### config.mk
export PLATFORM = sky130hd
export DESIGN_NAME = vpir_port_regs
export DESIGN_NICKNAME = d
export VERILOG_FILES = /design/src/vpir_pkg.sv /design/src/vpir_index_file.sv /design/src/vpir_font_addr.sv /design/src/vpir_port_regs.sv
export SDC_FILE = /design/constraint.sdc
export NUM_CORES = 1
export LEC_CHECK = 0
export BUFFER_PORTS_ARGS = -buffer_cell sky130_fd_sc_hd__buf_2
export CAP_MARGIN = 20
export CORE_MARGIN = 4
export CORE_UTILIZATION = 50
export DETAILED_ROUTE_END_ITERATION = 8
export HOLD_SLACK_MARGIN = 0.03
export PLACE_DENSITY = 0.77
export SETUP_SLACK_MARGIN = 0.5
export SYNTH_ARGS = -nofsm -noshare
export SYNTH_HDL_FRONTEND = slang
export SYNTH_SLANG_ARGS = --single-unit
### constraint.sdc
create_clock -name clk -period 2.87 [get_ports clk]
set_clock_uncertainty 0.15 [all_clocks]
set_input_delay 0.287 -clock clk [delete_from_list [all_inputs] [get_ports clk]]
set_output_delay 0.287 -clock clk [all_outputs]
set_load 0.01 [all_outputs]
### src/vpir_pkg.sv
`default_nettype none
package vpir_pkg;

  // i/o port addresses of the two compatibility blocks
  localparam logic [15:0] MONO_BLOCK_BASE      = 16'h03B0;
  localparam logic [15:0] COLOR_BLOCK_BASE     = 16'h03D0;
  localparam logic [15:0] MONO_INDEX_POINTER   = 16'h03B4;
  localparam logic [15:0] MONO_INDEX_DATA      = 16'h03B5;
  localparam logic [15:0] MONO_MODE_CONTROL    = 16'h03B8;
  localparam logic [15:0] MONO_DISPLAY_STATUS  = 16'h03BA;
  localparam logic [15:0] MONO_MASTER_CONFIG   = 16'h03BF;
  localparam logic [15:0] COLOR_INDEX_POINTER  = 16'h03D4;
  localparam logic [15:0] COLOR_INDEX_DATA     = 16'h03D5;
  localparam logic [15:0] COLOR_MODE_CONTROL   = 16'h03D8;
  localparam logic [15:0] COLOR_PALETTE_SELECT = 16'h03D9;
  localparam logic [15:0] COLOR_DISPLAY_STATUS = 16'h03DA;

  // index register map
  localparam int unsigned  NUM_INDEX_REGS      = 38;
  localparam logic [7:0]   IDX_MAX_SCAN_LINE   = 8'h09;
  localparam logic [7:0]   IDX_RESERVED_LO     = 8'h10;
  localparam logic [7:0]   IDX_RESERVED_HI     = 8'h11;
  localparam logic [7:0]   IDX_SCREEN_RESTORE  = 8'h18;
  localparam logic [7:0]   IDX_CONTROL1        = 8'h20;
  localparam logic [7:0]   IDX_LCD_SPECIAL     = 8'h25;

  // field positions
  localparam int unsigned  MODE_BLINK_BIT      = 5;
  localparam int unsigned  MODE_VIDEO_BIT      = 3;
  localparam int unsigned  MONO_GRAPHICS_BIT   = 1;
  localparam int unsigned  CFG_GRAPHICS_BIT    = 0;
  localparam int unsigned  RESTORE_MONO_BIT    = 0;
  localparam int unsigned  RESTORE_FONT2_BIT   = 3;
  localparam int unsigned  CTRL1_SPECIAL_BIT   = 2;
  localparam int unsigned  LCD_RETRACE_EN_BIT  = 0;
  localparam int unsigned  STATUS_RETRACE_BIT  = 3;
  localparam int unsigned  STATUS_QUIET_BIT    = 0;
  localparam logic [7:0]   MONO_MODE_MASK      = 8'h2A;
  localparam logic [4:0]   SHORT_FONT_LAST_ROW = 5'h07;

  // reset values
  localparam logic [7:0]   POINTER_RESET       = 8'h00;
  localparam logic [7:0]   MONO_MODE_RESET     = 8'h00;
  localparam logic         MONO_CFG_RESET      = 1'b0;
  localparam logic [7:0]   COLOR_MODE_RESET    = 8'h00;
  localparam logic [7:0]   PALETTE_RESET       = 8'h00;
  localparam logic [7:0]   INDEX_REG_RESET     = 8'h00;
  localparam logic [7:0]   READ_FILL           = 8'h00;

endpackage : vpir_pkg
`default_nettype wire

### src/vpir_index_file.sv
`timescale 1ns/1ps
`default_nettype none
module vpir_index_file #(
  parameter int unsigned NUM_IDX = vpir_pkg::NUM_INDEX_REGS
) (
  input  wire logic                  clk,
  input  wire logic                  arst_n,
  input  wire logic                  ce,
  input  wire logic                  wr_en,
  input  wire logic [7:0]            wr_idx,
  input  wire logic [7:0]            wr_data,
  input  wire logic [7:0]            rd_idx,
  output logic      [7:0]            rd_data,
  output logic      [NUM_IDX*8-1:0]  regs_flat
);

  // refused at elaboration: the map needs 38 entries, the pointer reaches 256
  if (NUM_IDX < 38 || NUM_IDX > 256)
  begin : g_bad_num_idx
    $error("vpir_index_file: NUM_IDX must lie in 38..256");
  end

  typedef struct packed {
    logic [NUM_IDX-1:0][7:0] regs;
  } vpir_index_state_type;

  vpir_index_state_type state;
  vpir_index_state_type next_state;
  logic [NUM_IDX-1:0]   wr_hit;

  ////////////////////////////////////////////////////////////////////////////
  // per-entry write decode; the two reserved slots never take a write
  genvar gi;
  generate
    for (gi = 0; gi < NUM_IDX; gi++)
    begin : g_entry
      localparam logic [7:0] IDX = 8'(gi);
      assign wr_hit[gi] = wr_en && (wr_idx == IDX)
                          && (IDX != vpir_pkg::IDX_RESERVED_LO)
                          && (IDX != vpir_pkg::IDX_RESERVED_HI);
    end
  endgenerate

  ////////////////////////////////////////////////////////////////////////////
  // next state: one shared storage behind both data ports
  always_comb
  begin
    next_state = state;
    for (int i = 0; i < NUM_IDX; i++)
    begin
      if (wr_hit[i])
        next_state.regs[i] = wr_data;
    end
  end

  always_ff @(posedge clk or negedge arst_n)
  begin
    if (!arst_n)
      state <= '0;
    else if (ce)
      state <= next_state;
  end

  // unimplemented and reserved indexes read as zero
  always_comb
  begin
    rd_data = vpir_pkg::READ_FILL;
    // nine-bit compare so a full 256-entry file still reads back
    if ({1'b0, rd_idx} < 9'(NUM_IDX))
      rd_data = state.regs[rd_idx];
  end

  assign regs_flat = state.regs;

endmodule : vpir_index_file
`default_nettype wire

### src/vpir_font_addr.sv
`timescale 1ns/1ps
`default_nettype none
module vpir_font_addr (
  input  wire logic [7:0]  char_code,
  input  wire logic [3:0]  font_row,
  input  wire logic        tall_font,
  input  wire logic        font2_area,
  input  wire logic        font_bank_select,
  input  wire logic        special_font_select,
  output logic      [14:0] font_addr
);

  logic [2:0] font_row_low_bits;
  logic       font_row_bit3;

  assign font_row_low_bits = font_row[2:0];
  assign font_row_bit3     = font_row[3];

  ////////////////////////////////////////////////////////////////////////////
  // glyph address: rows 8 and up of a tall font sit 2 Kbyte higher
  always_comb
  begin
    font_addr[2:0]  = font_row_low_bits;
    font_addr[10:3] = char_code;
    font_addr[11]   = tall_font ? font_row_bit3
                                : ~font2_area;
    font_addr[12]   = ~font_bank_select;
    font_addr[13]   = ~special_font_select;
    font_addr[14]   = 1'b1;
  end

endmodule : vpir_font_addr
`default_nettype wire

### src/vpir_port_regs.sv
`timescale 1ns/1ps
`default_nettype none
//Contract
//- decode video ports in the 3D0h-3DFh and 3B0h-3BFh i/o blocks
//- one compatibility configuration at a time, colour after reset
//- no light-pen capture; those ports stay unmapped
//- pointers write-only, data read/write, status read-only, per port
//- every index register reachable in both configurations via pointer
//- one index pointer, written from either pointer port
//- either data port reaches the register the shared pointer selects
//- timing registers at 00h-0Fh; 10h and 11h reserved
//- extended registers at 12h-25h, including 18h, 20h and 25h
//- mono mode control write-only, resets to zero, reserved bits zero
//- mono mode bit 5 enables the blinking attribute
//- mono mode bit 3 enables video, zero blanks
//- mono mode bit 1 selects 720x348 graphics over 80x25 text
//- tall fonts take address bit 11 from row bit 3
//- text glyph is addressed by the character code byte
//- font address bit 13 is inverse of control 1 bit 2
//- font address bit 12 is inverse of restore bit 0
module vpir_port_regs #(
  parameter int unsigned NUM_IDX = vpir_pkg::NUM_INDEX_REGS
) (
  input  wire logic        clk,
  input  wire logic        arst_n,
  input  wire logic        ce,
  input  wire logic [15:0] io_addr,
  input  wire logic        io_wr,
  input  wire logic        io_rd,
  input  wire logic [7:0]  io_wdata,
  output logic      [7:0]  io_rdata,
  output logic             io_sel,
  input  wire logic        vert_retrace,
  input  wire logic        display_quiet,
  input  wire logic [7:0]  fetch_char,
  input  wire logic [3:0]  fetch_row,
  output logic      [14:0] font_addr,
  output logic             mono_active,
  output logic             blink_attr_enable,
  output logic             video_output_enable,
  output logic             mono_graphics_select,
  output logic      [7:0]  color_mode,
  output logic      [7:0]  color_palette
);

  // refused at elaboration: the map needs 38 entries, the pointer reaches 256
  if (NUM_IDX < 38 || NUM_IDX > 256)
  begin : g_bad_num_idx
    $error("vpir_port_regs: NUM_IDX must lie in 38..256");
  end

  typedef struct packed {
    logic [7:0]  pointer;
    logic [7:0]  mono_mode;
    logic        mono_cfg;
    logic [7:0]  color_mode;
    logic [7:0]  palette;
    logic [7:0]  rdata;
    logic [14:0] font_addr;
    logic        mono_active;
    logic        blink;
    logic        video_on;
    logic        graphics;
  } vpir_port_state_type;

  vpir_port_state_type state;
  vpir_port_state_type next_state;

  logic                 in_mono_block;
  logic                 in_color_block;
  logic                 data_port;
  logic                 idx_wr;
  logic [7:0]           idx_rd_data;
  logic [NUM_IDX*8-1:0] idx_flat;
  logic [7:0]           reg_scan;
  logic [7:0]           reg_restore;
  logic [7:0]           reg_ctrl1;
  logic [7:0]           reg_lcd;
  logic                 tall_font;
  logic [14:0]          font_addr_comb;
  logic [7:0]           status_byte;

  ////////////////////////////////////////////////////////////////////////////
  // address decode of the two i/o blocks
  assign in_mono_block  = io_addr[15:4] == vpir_pkg::MONO_BLOCK_BASE[15:4];
  assign in_color_block = io_addr[15:4] == vpir_pkg::COLOR_BLOCK_BASE[15:4];
  assign io_sel         = in_mono_block || in_color_block;
  // both data ports lead to the same storage, in either configuration
  assign data_port = (io_addr == vpir_pkg::MONO_INDEX_DATA)
                  || (io_addr == vpir_pkg::COLOR_INDEX_DATA);
  assign idx_wr    = io_wr && data_port;

  ////////////////////////////////////////////////////////////////////////////
  // indexed storage: timing at 00h-0Fh, extended at 12h-25h
  vpir_index_file #(
    .NUM_IDX   (NUM_IDX)
  ) u_index_file (
    .clk       (clk),
    .arst_n    (arst_n),
    .ce        (ce),
    .wr_en     (idx_wr),
    .wr_idx    (state.pointer),
    .wr_data   (io_wdata),
    .rd_idx    (state.pointer),
    .rd_data   (idx_rd_data),
    .regs_flat (idx_flat)
  );

  // timing and extended registers that steer this block
  assign reg_scan    = idx_flat[vpir_pkg::IDX_MAX_SCAN_LINE*8 +: 8];
  assign reg_restore = idx_flat[vpir_pkg::IDX_SCREEN_RESTORE*8 +: 8];
  assign reg_ctrl1   = idx_flat[vpir_pkg::IDX_CONTROL1*8 +: 8];
  assign reg_lcd     = idx_flat[vpir_pkg::IDX_LCD_SPECIAL*8 +: 8];

  // more than eight scan lines per row means a tall font
  assign tall_font = reg_scan[4:0] > vpir_pkg::SHORT_FONT_LAST_ROW;

  ////////////////////////////////////////////////////////////////////////////
  // font fetch address, registered below so the output is a clean flop
  vpir_font_addr u_font_addr (
    .char_code           (fetch_char),
    .font_row            (fetch_row),
    .tall_font           (tall_font),
    .font2_area          (reg_restore[vpir_pkg::RESTORE_FONT2_BIT]),
    .font_bank_select    (reg_restore[vpir_pkg::RESTORE_MONO_BIT]),
    .special_font_select (reg_ctrl1[vpir_pkg::CTRL1_SPECIAL_BIT]),
    .font_addr           (font_addr_comb)
  );

  ////////////////////////////////////////////////////////////////////////////
  // status byte; the retrace bit shows only when the lcd register allows it
  always_comb
  begin
    status_byte = 8'h00;
    status_byte[vpir_pkg::STATUS_RETRACE_BIT] =
      vert_retrace && reg_lcd[vpir_pkg::LCD_RETRACE_EN_BIT];
    status_byte[vpir_pkg::STATUS_QUIET_BIT] = display_quiet;
  end

  ////////////////////////////////////////////////////////////////////////////
  // port writes; unmapped ports and light-pen ports are ignored
  always_comb
  begin
    next_state = state;
    if (io_wr)
    begin
      case (io_addr)
        vpir_pkg::MONO_INDEX_POINTER,
        vpir_pkg::COLOR_INDEX_POINTER:
          next_state.pointer = io_wdata;
        vpir_pkg::MONO_MODE_CONTROL:
          // reserved bits are held at zero whatever software writes
          next_state.mono_mode = io_wdata & vpir_pkg::MONO_MODE_MASK;
        vpir_pkg::MONO_MASTER_CONFIG:
          next_state.mono_cfg = io_wdata[vpir_pkg::CFG_GRAPHICS_BIT];
        vpir_pkg::COLOR_MODE_CONTROL:
          next_state.color_mode = io_wdata;
        vpir_pkg::COLOR_PALETTE_SELECT:
          next_state.palette = io_wdata;
        default:
          next_state.pointer = state.pointer;
      endcase
    end

    // reads: write-only ports answer zero and touch nothing
    if (io_rd)
    begin
      case (io_addr)
        vpir_pkg::MONO_INDEX_DATA,
        vpir_pkg::COLOR_INDEX_DATA:
          next_state.rdata = idx_rd_data;
        vpir_pkg::MONO_DISPLAY_STATUS,
        vpir_pkg::COLOR_DISPLAY_STATUS:
          next_state.rdata = status_byte;
        vpir_pkg::COLOR_MODE_CONTROL:
          next_state.rdata = state.color_mode;
        vpir_pkg::COLOR_PALETTE_SELECT:
          next_state.rdata = state.palette;
        default:
          next_state.rdata = vpir_pkg::READ_FILL;
      endcase
    end

    // exactly one configuration: restore bit 0 set picks mono, else colour
    next_state.mono_active =
      reg_restore[vpir_pkg::RESTORE_MONO_BIT];

    // display controls follow the mode register of the live configuration
    if (next_state.mono_active)
    begin
      next_state.blink =
        next_state.mono_mode[vpir_pkg::MODE_BLINK_BIT];
      next_state.video_on =
        next_state.mono_mode[vpir_pkg::MODE_VIDEO_BIT];
    end
    else
    begin
      next_state.blink =
        next_state.color_mode[vpir_pkg::MODE_BLINK_BIT];
      next_state.video_on =
        next_state.color_mode[vpir_pkg::MODE_VIDEO_BIT];
    end

    // the master config bit overrides a graphics request in the mode register
    next_state.graphics = next_state.mono_active
      && next_state.mono_mode[vpir_pkg::MONO_GRAPHICS_BIT]
      && next_state.mono_cfg;

    next_state.font_addr = font_addr_comb;
  end

  ////////////////////////////////////////////////////////////////////////////
  // state register; all state freezes while ce is low
  always_ff @(posedge clk or negedge arst_n)
  begin
    if (!arst_n)
    begin
      state             <= '0;
      state.pointer     <= vpir_pkg::POINTER_RESET;
      state.mono_mode   <= vpir_pkg::MONO_MODE_RESET;
      state.mono_cfg    <= vpir_pkg::MONO_CFG_RESET;
      state.color_mode  <= vpir_pkg::COLOR_MODE_RESET;
      state.palette     <= vpir_pkg::PALETTE_RESET;
      state.rdata       <= vpir_pkg::READ_FILL;
      state.mono_active <= 1'b0;
    end
    else if (ce)
    begin
      state <= next_state;
    end
  end

  ////////////////////////////////////////////////////////////////////////////
  // outputs straight from flops
  assign io_rdata             = state.rdata;
  assign font_addr            = state.font_addr;
  assign mono_active          = state.mono_active;
  assign blink_attr_enable    = state.blink;
  assign video_output_enable  = state.video_on;
  assign mono_graphics_select = state.graphics;
  assign color_mode           = state.color_mode;
  assign color_palette        = state.palette;

endmodule : vpir_port_regs
`default_nettype wire

==> results of run 1 <==
[tightest hold or removal path, stage by stage]
cell      delay [ns]
buf_2           0.14
a311oi_1        0.10
o31ai_1         0.20
[worst max-delay path by stage]
| stage | start | end | slack (ns) | cells past startpoint |
|---|---|---|---|---|
| final | state[59] | u_index_file.regs_flat[124] | 0.20 | 7 |
| after global routing | state[59] | u_index_file.regs_flat[59] | 0.14 | 7 |
| after CTS | state[59] | u_index_file.regs_flat[124] | 0.20 | 7 |
| after detailed placement | io_addr[3] | u_index_file.regs_flat[285] | -0.14 | 7 |
| after global placement | io_addr[3] | u_index_file.regs_flat[285] | -0.12 | 7 |
| after floorplan | io_addr[13] | u_index_file.regs_flat[296] | 0.09 | 7 |
[routing by layer]
metal | global-route usage, % | up-vias | wire length, um
met5 | 0 | - | 0
met4 | 6.511 | 0 | 893
met3 | 3.429 | 63 | 2090
met2 | 36.62 | 319 | 19620
met1 | 30.09 | 5527 | 17740
li1 | - | 4555 | -
[cells in the final DEF (no fill, tap or decap), types with 10 or more instances in the layout]
cell / Yosys / final
dfrtp_1: 343 / 339
o211ai_1: 13 / 13
buf_4: 39 / 53
o21ai_0: 19 / 19
mux2_2: 325 / 315
buf_6: 2 / 17
nand2_1: 69 / 69
clkbuf_1: 66 / 10
nor3_1: 20 / 19
a22oi_2: 0 / 15
buf_12: 1 / 22
dlygate4sd3_1: 0 / 13
nor3_4: 10 / 10
buf_2: 0 / 85
mux2_4: 16 / 26
clkbuf_16: 0 / 38
mux4_2: 56 / 56
inv_1: 23 / 23
nand3_4: 0 / 14
[where the power goes]
| part | total, mW | leakage, nW | internal (mW) | switching (mW) |
|---|---|---|---|---|
| combinational | 0.347 | 4.17 | 0.0997 | 0.247 |
| sequential | 4.86 | 4.66 | 4.85 | 0.00872 |
| clock | 4.50 | 0.550 | 2.63 | 1.87 |
[stage by stage]
step	setup TNS, ns	hold slack [ns]
3_3_place_gp	-4.554	0.1414
4_1_cts	0	0.08327
2_1_floorplan	0	-0.1586
6_report	0	0.1104
3_5_place_dp	-5.237	0.1435
5_1_grt	0	0.1178
[flip-flops by register name, summed over array words and instances, names as in the netlist, 8 cells and up]
| register | count |
|---|---|
| u_index_file.regs_flat | 288 |
| state | 12 |
| font_addr | 15 |
| color_mode | 8 |
| color_palette | 8 |
| io_rdata | 8 |
[repair_timing]
action / 4_1_cts / 5_1_grt
hold buffers: 13 / 0
pin swaps: 1 / 8
cloned: 4 / 1
buffers inserted: 7 / 9
gates resized for setup: 51 / 56
setup endpoints to repair: 289 / 296
endpoints found under the hold margin: 73 / 0
[logic make-up (layout without fill, tap and decap cells)]
family | Yosys count | count (layout) | share of synthesized area, %
buffers and inverters | 143 | 281 | 4.348
AND/OR/NAND/NOR | 182 | 182 | 7.005
AO/OA/AOI/OAI | 100 | 100 | 4.135
flip-flops | 343 | 343 | 52.23
XOR/XNOR | 1 | 1 | 0.05331
multiplexers | 410 | 410 | 32.22
[layout make-up]
class	count	share of cell area, %
clock buffers	50	5.095
multi-input cells	693	38.60
flip-flops and latches	343	43.58
well taps	442	2.805
clock inverters	11	0.5838
inverters	23	0.4378
repair buffers	197	8.902
==> results_dict.tcl, run 1 <==
set metrics [dict create \
    report.final.hold_viol_count 0 \
    setup_viol 0 \
    fmax_mhz 374.4 \
    min_path_type "in2reg" \
    critPathCaptureType "flip-flop" \
    core-area_sq_um 32450 \
    grt_start_max_net_pins 90 \
    synth_edf_count 0 \
    r2r_cells 7 \
    fillers 2313 \
    syn_to_final_growth_pct 20.00 \
    ys.flop_type "dfrtp_1" \
    maxCapViolCount 0 \
    cts_tree "yes" \
    min-delay-start "io_wr" \
    hold_depth 3 \
    min_period_over_period_pct 93.07 \
    drive_above_1_share_pct 54.82 \
    ios 87 \
    die-area_sq_um 35830 \
    routed_wl_um 40340 \
    hold_path_end "video_output_enable" \
    start_kind "flip-flop" \
    nets 1337 \
    io_buffer_count 86 \
    fin_ws_ns 0.1989 \
    synth.yosys.seq_area_share_pct 52.23 \
    power_mw 9.711 \
    h-tree-depth 2 \
    multiInputGateArea_sq_um 7611 \
    ys_ff_latch 343 \
    outcome "finished clean" \
    drt_iter0_drc 685 \
    rows 66 \
    crit_slowest_cell "or4_4" \
    r2r_slack_ns 0.20 \
    stdcell_count 1759 \
    required_ns 3.12 \
    postLayoutCellArea_sq_um 19720 \
    detailed_place_hpwl_um 25180 \
    die_h_um 189.3 \
    crit_family "simple AND/OR/NAND/NOR gates" \
    synth_fp_nets 1222 \
    drt_pass1_iterations 5 \
    max-vdd-ir-drop_mv 0.3574 \
    crit_buf_inv 3 \
    cts_buffers 36 \
    reg2reg_from "state[59]" \
    worst_pin_slew_ns 0.9824 \
    cts-root-buf "clkbuf_16" \
    cts.sinks 343 \
    dp_cells 1664 \
    arrival_ns 2.92 \
    path_cells "or4_4 > or4_4 > buf_12 > buf_4 > nor3_4 > buf_12 > mux2_2" \
    via_per_inst 5.949 \
    grt_pass1_wl_um 62200 \
    maxSlewHeadroom_pct 34.51 \
    fin_util_pct 60.76 \
    dpl_cell_area_sq_um 17690 \
    rsz0062_at_grt "yes" \
    avgSynthCellArea_sq_um 13.94 \
    yosysMostFrequentCell "dfrtp_1" \
    reg2reg_to "u_index_file.regs_flat[124]" \
    insertion_delay_ns 0.51 \
    postSynthCellCount 1179 \
    start_util_pct 50.63 \
    grt_usage_pct 21.93 \
    pre_cts_ws_ns -0.1392 \
    p_leak_nw 9.383 \
    cellPowerDensity_nw_per_um2 492.5 \
    crit_path_max_incr_delay_ns 0.53 \
    die-width_um 189.3 \
    antenna_left 0 \
    ys_async_sr_fraction_pct 100.0 \
    n_antenna_cell 0 \
    wl_per_cell_um 22.93 \
    yosysTopAreaCell "dfrtp_1" \
    grt_pass1_vias 11050 \
    overflow 0 \
    clk_path_buf_depth 3 \
    crit_fanout 9 \
    vias 10460 \
    clk_pin_slew_ns 0.06 \
    period_needed_ns 2.671 \
    ys_top_cells_by_area "dfrtp_1, mux2_2, mux4_2, buf_4, nand2_1" \
    syn_area_sq_um 16430 \
    criticalPathCategory "reg2reg" \
    gp_congestion 0.9042 \
    drc 0 \
    yosysTopAreaCellShare_pct 52.23 \
    synthDistinctLibCells 54 \
    antenna_found_initial 0 \
    synthTopCellsByCount "dfrtp_1, mux2_2, nand2_1, clkbuf_1, mux4_2" \
    seqCellArea_sq_um 8593 \
    yosys_warnings 0 \
    drv_slew 0 \
]
Note: power is estimated with default switching activity, not from simulation.
==> run 2, diff against run 1 <==
--- a/config.mk
+++ b/config.mk
@@ -11,7 +11,7 @@
 export CORE_UTILIZATION = 50
 export DETAILED_ROUTE_END_ITERATION = 8
 export HOLD_SLACK_MARGIN = 0.03
-export PLACE_DENSITY = 0.77
+export PLACE_DENSITY = 0.71
 export SETUP_SLACK_MARGIN = 0.5
 export SYNTH_ARGS = -nofsm -noshare
 export SYNTH_HDL_FRONTEND = slang
==> run 2 against run 1 <==
  * Sequential share of layout area shrank 1.5 points
  * Count of clock-buffer cells in the layout grew 7
  * Final cell count grew 1.3%
  * Critical path type unchanged
  * Register-to-register slack lost 0.03 ns
==> results_dict.tcl, run 2 (synthesis results as in run 1) <==
set metrics [dict create \
    seqCellArea_sq_um 8588 \
    postLayoutCellArea_sq_um 20410 \
    maxSlewHeadroom_pct 36.77 \
    grt_usage_pct 22.31 \
    start_util_pct 50.63 \
    syn_to_final_growth_pct 24.19 \
    crit_path_max_incr_delay_ns 0.54 \
    overflow 0 \
    outcome "finished clean" \
    setup_viol 0 \
    layout_common_cells "dfrtp_1, mux2_2, mux2_4" \
    max-vdd-ir-drop_mv 0.3404 \
    drc 0 \
    clk_pin_slew_ns 0.06 \
    crit_top_cell "or4_4" \
    fin_ws_ns 0.1696 \
    drive_above_1_share_pct 56.12 \
    rsz0062_at_grt "yes" \
    h-tree-depth 2 \
    arrival_ns 2.95 \
    path_cells "or4_4 > or4_4 > buf_12 > nor4_4 > buf_6 > mux2_2" \
    critPathCaptureType "flip-flop" \
    antenna_found_initial 0 \
    clk_path_buf_depth 3 \
    r2r_slack_ns 0.17 \
    largest_reg_flops 288 \
    n_antenna_cell 0 \
    report.final.hold_viol_count 0 \
    cts_buffers 38 \
    die-width_um 189.3 \
    dpl_cell_area_sq_um 17750 \
    routed_wl_um 40740 \
    min_period_over_period_pct 94.09 \
    io_buffer_count 86 \
    crit_buf_inv 2 \
    criticalPathCategory "reg2reg" \
    drt_iter0_drc 747 \
    cts_tree "yes" \
    dp_cells 1673 \
    grt_start_max_net_pins 64 \
    wl_per_cell_um 22.86 \
    start_kind "flip-flop" \
    cts.sinks 343 \
    min_path_type "in2reg" \
    crit_fanout 8 \
    final_common_cell "dfrtp_1" \
    insertion_delay_ns 0.53 \
    pre_cts_ws_ns -0.1286 \
    vias 10520 \
    grt_pass1_wl_um 63740 \
    multiInputGateArea_sq_um 7929 \
    die_h_um 189.3 \
    crit_family "simple AND/OR/NAND/NOR gates" \
    gp_congestion 0.8650 \
    nets 1354 \
    rows 66 \
    required_ns 3.12 \
    die-area_sq_um 35830 \
    crit_slowest_cell "or4_4" \
    grt_pass1_vias 10950 \
    via_per_inst 5.901 \
    maxCapViolCount 0 \
    p_leak_nw 9.667 \
    antenna_left 0 \
    stdcell_count 1782 \
    cts-root-buf "clkbuf_16" \
    fmax_mhz 370.3 \
    core-area_sq_um 32450 \
    cellPowerDensity_nw_per_um2 497.5 \
    drt_pass1_iterations 5 \
    worst_pin_slew_ns 0.9484 \
    drv_slew 0 \
    fillers 2323 \
    ios 87 \
    whs_ns 0.08990 \
    detailed_place_hpwl_um 24980 \
    period_needed_ns 2.700 \
]
[run 2: layout make-up]
| cell class | instances | share of cell area [%] |
|---|---|---|
| flip-flops and latches | 343 | 42.08 |
| multi-input cells | 693 | 38.85 |
| repair buffers | 212 | 9.644 |
| clock buffers | 57 | 5.555 |
| well taps | 442 | 2.710 |
| clock inverters | 12 | 0.7296 |
| inverters | 23 | 0.4231 |
[run 2: per-stage QoR]
| step | total power [mW] | utilization, % | setup TNS [ns] |
|---|---|---|---|
| 2_1_floorplan | 5.076 | - | 0 |
| 3_3_place_gp | 5.277 | 54.69 | -3.325 |
| 3_5_place_dp | 5.286 | 54.69 | -4.403 |
| 4_1_cts | 10.24 | 61.19 | 0 |
| 5_1_grt | 10.47 | 62.88 | 0 |
| 6_report | 10.15 | 62.88 | 0 |
[run 2: routing by layer]
layer,track usage (%),wire (um)
met1,32.91,18330
met2,34.94,19030
met3,3.208,2391
met4,6.539,982
met5,0,0
[run 2: worst paths after layout]
| kind | endpoint | cells past startpoint | startpoint |
|---|---|---|---|
| setup / recovery | u_index_file.regs_flat[25] | 6 | state[59] |
| hold reg to reg | font_addr[14] | 1 | font_addr[14] |
| max in group asynchronous | u_index_file.regs_flat[53] | 3 | arst_n |
| hold / removal | video_output_enable | 3 | io_wr |
| min in group asynchronous | u_index_file.regs_flat[204] | 2 | arst_n |
| setup reg to reg | u_index_file.regs_flat[25] | 6 | state[59] |
[run 2: worst min-delay path, cell delays in order]
cell and delay (ns):
buf_2 0.13, a311oi_1 0.10, o31ai_1 0.21
[run 2: where the power goes]
part           internal (mW)  switching, mW  leakage (nW)
clock network           3.01           1.93         0.619
logic                  0.102          0.249          4.38
registers               4.85        0.00810          4.66
total                   7.96           2.19          9.67
[run 2: timing repair]
item,4_1_cts,5_1_grt
gates cloned,3,2
gates resized for setup,113,82
pin swaps,5,19
setup buffers,7,15
hold endpoints to repair,69,0
hold buffers,13,0
setup endpoints to repair,296,296
